==> src/rtl/dac_latch_pkg.sv <==
// Purpose: constants shared by the serial dac input latch design
// Assumes: 100 MHz system clock, serial link sampled as ordinary inputs
// Notes: variant and resolution are strap inputs of the top module
//
// Operation
// - After frame select falls, each rising serial clock edge shifts one data bit in, most significant first.
// - A rising edge of frame select copies the shift register into the 16-bit dac latch at once (here only after 16 or more edges, queued in the word fifo first).
// - While frame select is high, serial clock edges are ignored and the shift register holds.
// - With more than 16 edges in a frame, only the last 16 bits shifted in reach the latch.
// - A 14-bit code is left-justified with two ignored filler bits below its least significant bit.
// - A 12-bit code is left-justified with four ignored filler bits below its least significant bit.
// - At power-up the unipolar variant sets the latch to code zero.
// - At power-up the bipolar variant sets the latch to midscale for its resolution (here 16'h2000 at 14 bits and 16'h0800 at 12 bits, right-justified values).
// - A low level on the clear input, independent of the serial clock, resets the latch to its clear value.
// - In unipolar use the latch holds a straight binary code.
// - In bipolar use the latch holds an offset binary code, midscale being zero volts.
// - The four top code bits decode to 15 equal thermometer segment enables; lower bits drive binary sections.
package dac_latch_pkg;

  // ----------------------------------------------------------------
  // word layout
  // ----------------------------------------------------------------
  localparam int WORD_BITS = 16;
  localparam int SEG_BITS = 4;
  localparam int SEG_COUNT = 15;
  localparam int BIN_BITS = WORD_BITS - SEG_BITS;
  localparam int FIFO_DEPTH = 8;

  // ----------------------------------------------------------------
  // reset and clear codes
  // ----------------------------------------------------------------
  localparam logic [15:0] CODE_ZERO = 16'h0000;
  localparam logic [15:0] MID_16 = 16'h8000;
  localparam logic [15:0] MID_14 = 16'h2000;
  localparam logic [15:0] MID_12 = 16'h0800;

  // ----------------------------------------------------------------
  // resolution and filler masks
  // ----------------------------------------------------------------
  typedef enum logic [1:0] {RES_16, RES_14, RES_12} res_t;
  localparam logic [15:0] MASK_16 = 16'hffff;
  localparam logic [15:0] MASK_14 = 16'hfffc;
  localparam logic [15:0] MASK_12 = 16'hfff0;

endpackage

==> src/rtl/word_fifo.sv <==
// Purpose: small valid/ready fifo
// Assumes: one clock, asynchronous active-low reset
// Notes: full and empty come from a count, so all slots are usable
`timescale 1ns/10ps
`default_nettype none
module word_fifo #(
  parameter int WIDTH = 16,
  parameter int DEPTH = 8
) (
  // clock and reset
  input wire logic clk,
  input wire logic rst_n,
  // fill side
  input wire logic in_valid,
  input wire logic [WIDTH-1:0] in_data,
  output logic in_ready,
  // drain side
  output logic out_valid,
  output logic [WIDTH-1:0] out_data,
  input wire logic out_ready
);

  localparam int AW = $clog2(DEPTH);

  typedef struct packed {
    logic [AW-1:0] wr;
    logic [AW-1:0] rd;
    logic [AW:0] count;
  } fifo_state_t;

  fifo_state_t st;
  fifo_state_t next_st;
  logic [WIDTH-1:0] mem [DEPTH];
  logic push;
  logic pop;

  assign in_ready = (st.count != (AW+1)'(DEPTH));
  assign out_valid = (st.count != '0);
  assign out_data = mem[st.rd];
  assign push = in_valid && in_ready;
  assign pop = out_valid && out_ready;

  always_comb begin
    next_st = st;
    if (push) begin
      next_st.wr = st.wr + 1'b1;
    end
    if (pop) begin
      next_st.rd = st.rd + 1'b1;
    end
    if (push && !pop) begin
      next_st.count = st.count + 1'b1;
    end else if (pop && !push) begin
      next_st.count = st.count - 1'b1;
    end
  end

  always_ff @(posedge clk or negedge rst_n) begin
    if (!rst_n) begin
      st <= '0;
    end else begin
      st <= next_st;
    end
  end

  // storage carries no reset; contents only matter once counted
  always_ff @(posedge clk) begin
    if (push) begin
      mem[st.wr] <= in_data;
    end
  end

endmodule
`default_nettype wire

==> src/rtl/serial_dac_input_latch.sv <==
// Purpose: serial front end and dac latch of a 16/14/12-bit voltage dac
// Assumes: link pins are asynchronous and sampled by clk; link bit rate well below clk/4
// Notes: completed words queue in a fifo before the latch; analog ladder not modelled
`timescale 1ns/10ps
`default_nettype none
module serial_dac_input_latch
  import dac_latch_pkg::*;
(
  // clock and reset
  input wire logic clk,
  input wire logic rst_n,
  // straps
  input wire logic bipolar_variant,
  input wire logic [1:0] resolution,
  // serial link
  input wire logic frame_sel_n,
  input wire logic ser_clk,
  input wire logic ser_data,
  // asynchronous clear
  input wire logic async_clear_n,
  // converter drive
  output logic [15:0] dac_code,
  output logic [dac_latch_pkg::SEG_COUNT-1:0] segment_en,
  output logic [dac_latch_pkg::BIN_BITS-1:0] binary_bits,
  output logic dac_update,
  output logic frame_dropped
);

  // ----------------------------------------------------------------
  // helpers
  // ----------------------------------------------------------------
  function automatic logic [15:0] mid_code(input logic [1:0] res);
    unique case (res_t'(res))
      RES_14: mid_code = MID_14;
      RES_12: mid_code = MID_12;
      default: mid_code = MID_16;
    endcase
  endfunction

  function automatic logic [15:0] res_mask(input logic [1:0] res);
    unique case (res_t'(res))
      RES_14: res_mask = MASK_14;
      RES_12: res_mask = MASK_12;
      default: res_mask = MASK_16;
    endcase
  endfunction

  // thermometer: segment i on when the top nibble exceeds i
  function automatic logic [SEG_COUNT-1:0] thermo(input logic [SEG_BITS-1:0] top);
    logic [SEG_COUNT-1:0] t;
    t = '0;
    for (int i = 0; i < SEG_COUNT; i++) begin
      t[i] = (top > SEG_BITS'(i));
    end
    thermo = t;
  endfunction

  function automatic logic [15:0] clear_code(input logic bip, input logic [1:0] res);
    clear_code = bip ? mid_code(res) : CODE_ZERO;
  endfunction

  // ----------------------------------------------------------------
  // state
  // ----------------------------------------------------------------
  typedef enum logic [1:0] {POR_LOAD, RUN} phase_t;

  typedef struct packed {
    logic [2:0] fs_sync;
    logic [2:0] sck_sync;
    logic [1:0] din_sync;
    logic [1:0] clr_sync;
    logic [15:0] shift;
    logic [4:0] bit_count;
    logic [15:0] latch;
    logic [SEG_COUNT-1:0] seg;
    logic [BIN_BITS-1:0] bin;
    logic update;
    logic dropped;
    phase_t phase;
  } top_state_t;

  top_state_t st;
  top_state_t next_st;

  logic fs_low;
  logic fs_rise;
  logic sck_rise;
  logic clr_low;
  logic push_valid;
  logic push_ready;
  logic pop_valid;
  logic pop_ready;
  logic [15:0] pop_data;
  logic [15:0] cur_clear;
  logic [15:0] new_code;

  // ----------------------------------------------------------------
  // synchronised link view
  // ----------------------------------------------------------------
  // stage [0] only feeds stage [1]; edges are found on stages [1] and [2]
  assign fs_low = !st.fs_sync[1];
  assign fs_rise = st.fs_sync[1] && !st.fs_sync[2];
  assign sck_rise = st.sck_sync[1] && !st.sck_sync[2];
  assign clr_low = !st.clr_sync[1];
  assign cur_clear = clear_code(bipolar_variant, resolution);

  // a word is offered on every frame end that saw a full word while clear is not low
  assign push_valid = fs_rise && (st.bit_count >= 5'(WORD_BITS)) && !clr_low;
  assign pop_ready = (st.phase == RUN) && !clr_low;

  word_fifo #(
    .WIDTH(WORD_BITS),
    .DEPTH(FIFO_DEPTH)
  ) u_word_fifo (
    .clk(clk),
    .rst_n(rst_n),
    .in_valid(push_valid),
    .in_data(st.shift),
    .in_ready(push_ready),
    .out_valid(pop_valid),
    .out_data(pop_data),
    .out_ready(pop_ready)
  );

  // filler bits below the code are ignored
  assign new_code = pop_data & res_mask(resolution);

  // ----------------------------------------------------------------
  // next state
  // ----------------------------------------------------------------
  always_comb begin
    next_st = st;
    next_st.fs_sync = {st.fs_sync[1:0], frame_sel_n};
    next_st.sck_sync = {st.sck_sync[1:0], ser_clk};
    next_st.din_sync = {st.din_sync[0], ser_data};
    next_st.clr_sync = {st.clr_sync[0], async_clear_n};
    next_st.update = 1'b0;
    next_st.dropped = 1'b0;

    // shift only inside a frame; a frame end restarts the count
    if (fs_low && sck_rise) begin
      next_st.shift = {st.shift[14:0], st.din_sync[1]};
      if (st.bit_count < 5'(WORD_BITS)) begin
        next_st.bit_count = st.bit_count + 5'd1;
      end
    end
    if (fs_rise) begin
      next_st.bit_count = '0;
      // short frames and a full queue both lose the word
      if ((st.bit_count < 5'(WORD_BITS)) || !push_ready) begin
        next_st.dropped = 1'b1;
      end
    end

    unique case (st.phase)
      POR_LOAD: begin
        next_st.latch = cur_clear;
        next_st.update = 1'b1;
        next_st.phase = RUN;
      end
      RUN: begin
        if (clr_low) begin
          next_st.latch = cur_clear;
        end else if (pop_valid) begin
          next_st.latch = new_code;
          next_st.update = 1'b1;
        end
      end
      default: next_st.phase = POR_LOAD;
    endcase

    // latch code drives the ladder as is: straight or offset binary
    next_st.seg = thermo(next_st.latch[15:BIN_BITS]);
    next_st.bin = next_st.latch[BIN_BITS-1:0];
  end

  // ----------------------------------------------------------------
  // registers
  // ----------------------------------------------------------------
  always_ff @(posedge clk or negedge rst_n) begin
    if (!rst_n) begin
      st <= '{fs_sync: 3'b111, sck_sync: 3'b000, din_sync: 2'b00, clr_sync: 2'b11,
              shift: CODE_ZERO, bit_count: 5'd0, latch: CODE_ZERO, seg: '0, bin: '0,
              update: 1'b0, dropped: 1'b0, phase: POR_LOAD};
    end else begin
      st <= next_st;
    end
  end

  // ----------------------------------------------------------------
  // outputs
  // ----------------------------------------------------------------
  assign dac_code = st.latch;
  assign segment_en = st.seg;
  assign binary_bits = st.bin;
  assign dac_update = st.update;
  assign frame_dropped = st.dropped;

endmodule
`default_nettype wire

==> config.mk <==
export PLATFORM = sky130hd
export DESIGN_NAME = serial_dac_input_latch
export DESIGN_NICKNAME = d
export VERILOG_FILES = /design/src/rtl/dac_latch_pkg.sv /design/src/rtl/word_fifo.sv /design/src/rtl/serial_dac_input_latch.sv
export SDC_FILE = /design/constraint.sdc
export NUM_CORES = 1
export LEC_CHECK = 0
export BUFFER_PORTS_ARGS = -buffer_cell sky130_fd_sc_hd__buf_2
export CORE_ASPECT_RATIO = 0.75
export CORE_MARGIN = 1.5
export CORE_UTILIZATION = 50
export DETAILED_ROUTE_END_ITERATION = 8
export GPL_TIMING_DRIVEN = 1
export PLACE_DENSITY = 0.7
export SLEW_MARGIN = 10
export SYNTH_ARGS = -nofsm -noshare
export SYNTH_HDL_FRONTEND = slang
export SYNTH_SLANG_ARGS = --single-unit
==> constraint.sdc <==
create_clock -name clk -period 4.1 [get_ports clk]
set_clock_uncertainty 0.2 [all_clocks]
set_input_delay 0.205 -clock clk [delete_from_list [all_inputs] [get_ports clk]]
set_output_delay 0.205 -clock clk [all_outputs]
set_load 0.03 [all_outputs]
==> summary.md <==
| Metric | Value |
|---|---|
| Status | `finished, final reports clean` |
| Min Tclk post-route | `3.30 ns` |
| Hold path depth | `5` |
| Syn Nets | `474` |
| Clock-pin slew on the worst setup and hold paths | `0.06 ns` |
| Leak | `3.47 nW` |
| Iter 0 DRT Violations | `209` |
| Register Area | `5700 um2` |
| XOR/XNOR share of the synthesized area | `1.10%` |
| CTS Sinks | `202` |
| Proportion of synthesized area in mux cells | `13.9%` |
| Crit-path max FO | `14` |
| Post-Syn Area | `7940 um2` |
| Min-delay worst type | `primary input to flop` |
| Final total power | `4.35 mW` |
| RSZ-0062 raised after global routing | `false` |
| Max-slew violations | `0` |
| Filler instances | `1,132` |
| GPL Wtd Cong | `0.767` |
| Io pins | `54` |
| Tightest Pin Transition | `1.03 ns` |
| WL/cell | `19.4 um` |
| Reg-to-Reg Start | `u_word_fifo.st[0]` |
| Worst slew margin | `31.2%` |
| Hold_ws | `0.0684 ns` |
| Mapped Cells | `456` |
| Diode count | `0` |
| Period utilization | `80.4%` |
| Critical hold path startpoint | `resolution[0]` |
| Final Instance Area | `8910 um2` |
| Synth area leaders | `edfxtp_1 (48%), dfrtp_1 (22%), mux4_2 (8.8%)` |
| Yosys top cell area share | `48.4%` |
| FF-to-FF setup slack | `0.80 ns` |
| Slowest CP cell | `or4_4` |
| VDD IR max | `338 uV` |
| Placed inst area | `8190 um2` |
| MaxCap Viol Count | `0` |
| Worst reg2reg endpoint | `u_word_fifo.st[3]` |
| Crit path kind | `flop to flop` |
| Vias in the first global route | `3,809` |
| Clk_lat worst skew | `0.50 ns` |
| Placeable Area | `15,400 um2` |
| Synth Area in Adders | `1.51%` |
| Final Hold Fails | `0` |
| CP cell instances | `or4_4 -> and2_1 -> inv_1 -> ha_1 -> inv_1 -> ha_1 -> a21o_1 -> a21oi_1 -> xnor2_1 -> nor2_1 -> xor2_1` |
| Simple-Gate Fraction of Synth Area | `4.05%` |
| Synth-to-layout area growth | `12.2%` |
| Area of the multi-input gates | `1840 um2` |
| Slowest Stage Delay on Critical Path | `0.58 ns` |
| Async set or reset register ratio after synthesis | `36.6%` |
| Vias | `3,803` |
| Count leader, synth | `edfxtp_1` |
| Synth Flop Type | `edfxtp_1` |
| Main combinational cell family by area after synthesis | `multiplexers` |
| Worst R2R Path Depth | `11` |
| First-pass GRT wire length | `21,400 um` |
| CTS tree | `done` |
| Synthesized flop and latch total | `202` |
| TritonRoute pass-1 iters | `4` |
| Residual DRC count | `0` |
| Synth warn | `0` |
| Rows | `39` |
| CP Data Required Time | `4.29 ns` |
| Synth Area per Inst | `17.4 um2` |
| DR vias/cell | `5.36` |
| Die height | `112 um` |
| Fmax | `303 MHz` |
| Die Area | `16,700 um2` |
| Sequential-to-total area share from yosys stat | `71.8%` |
| WHS Endpoint | `binary_bits[1]` |
| Largest area contributor in the netlist | `edfxtp_1` |
| Share of layout cells above drive strength 1 | `31.5%` |
| Initial Utilization | `51.7%` |
| Input/output buffers | `53` |
| Initial antenna violation count | `0` |
| WL final | `13,800 um` |
| Hpwl dp | `8230 um` |
| GRT Util Overall | `17.0%` |
| Endpoint class of the critical path | `flop` |
| Die W | `149 um` |
| Crit path launch type | `flop` |
| Root Buffer Master | `clkbuf_16` |
| CTS resizes | `0` |
| Setup TNS | `0 ns` |
| Largest net degree at the start of global routing | `75` |
| Unique masters post-synth | `43` |
| Worst path arrival time | `3.48 ns` |
| # setup viols final | `0` |
| Post-synth EDFFs | `128` |
| Nets | `508` |
| Global route overflow | `0` |
| TritonCTS Buffers | `20` |
| Antenna-violating nets left | `0` |
| Compound-Gate Fraction of Synth Area | `2.25%` |
| Power density cells | `488 nW/um2` |
| Top cells by count, synth | `edfxtp_1 (128), dfrtp_1 (69), buf_4 (43)` |
| H-tree levels | `1` |
| Clock Path Buffers | `3` |
## where the power goes
group	switching (mW)	internal (mW)	leakage [nW]
Clock	0.737	1.07	0.328
Combinational	0.0750	0.0553	0.984
Sequential	0.108	2.31	2.15
## critical path: cells and delay by family (launching register included)
family,cells,cell delay (ns)
xor gates and xnor gates,2,0.28
and+or+nand+nor,3,0.87
DFF,1,0.46
buffers and inverters,2,0.47
AOI/OAI and AO/OA,2,0.36
adders and majority gates,2,0.55
## placed cells by master (no fill, tap or decap), types with 2 or more instances in the layout
cell           count
a21boi_0           2
a21oi_1            4
and2_1             4
buf_2             52
buf_4             13
bufinv_16          2
clkbuf_1           5
clkbuf_16         21
clkinv_2           6
dfrtp_1           68
dfstp_2            5
dlygate4sd3_1      7
edfxtp_1         128
ha_1               8
inv_1              8
mux2_2            21
mux2i_1           17
mux4_2            31
nand2_1           28
nand2b_1           5
nand4_1            2
nor2_1            15
nor2b_1            3
o21ai_0           14
o31ai_1            2
xnor2_1            7
xor2_1             3
## worst max path at each step
stage	from	cells after the start	slack, ns	endpoint
finish	u_word_fifo.st[0]	11	0.80	u_word_fifo.st[3]
detailed placement	u_word_fifo.st[0]	11	0.80	u_word_fifo.st[3]
global placement	u_word_fifo.st[0]	11	0.90	u_word_fifo.st[3]
global route	u_word_fifo.st[0]	11	0.59	u_word_fifo.st[3]
floorplan	u_word_fifo.st[0]	13	0.94	u_word_fifo.st[3]
CTS	u_word_fifo.st[0]	11	0.79	u_word_fifo.st[3]
## through the flow
step	utilization, %	std cells	setup slack, ns
floorplan	-	456	0.945
global placement	53.3	666	0.896
detailed placement	53.3	666	0.800
CTS	58.0	709	0.791
global route	58.0	709	0.589
finish	58.0	709	0.803
## cell type report
type | count | area share (%)
clock buffer | 26 | 6.11
clock inverter | 10 | 1.26
inverter | 8 | 0.337
multi-input combinational | 186 | 20.6
sequential | 202 | 64.0
tap | 205 | 2.88
timing repair buffer | 72 | 4.80
## cell families (layout without fill, tap and decap cells)
kind of cell,after synthesis,after routing
simple gates,68,68
xor+xnor,10,10
compound gates,29,29
mux,69,69
fa+ha+maj,9,9
other cells,1,1
buf+inv,68,116
flops,202,202
## timing repair
action,4_1_cts,5_1_grt
endpoints found under the setup margin,0,0
endpoints found under the hold margin,76,0
hold buffers,7,0
buffers inserted,0,0
## layer usage
metal / share of wire [%] / track usage, % / wire (um) / vias up
li1: - / - / - / 1723
met1: 48 / 25.6 / 6590 / 1929
met2: 45 / 25.9 / 6220 / 118
met3: 4.5 / 2.80 / 624 / 33
met4: 2.6 / 5.35 / 353 / 0
met5: 0 / 0 / 0 / -
## registers in the layout, summed over array words and instances (netlist names), named ones only
name	count
frame_dropped	1
binary_bits	11
u_word_fifo.mem	128
next_st	6
dac_update	1
u_word_fifo.st	10
segment_en	15
st	26
dac_code	3
(Power assumes the default switching activity.)
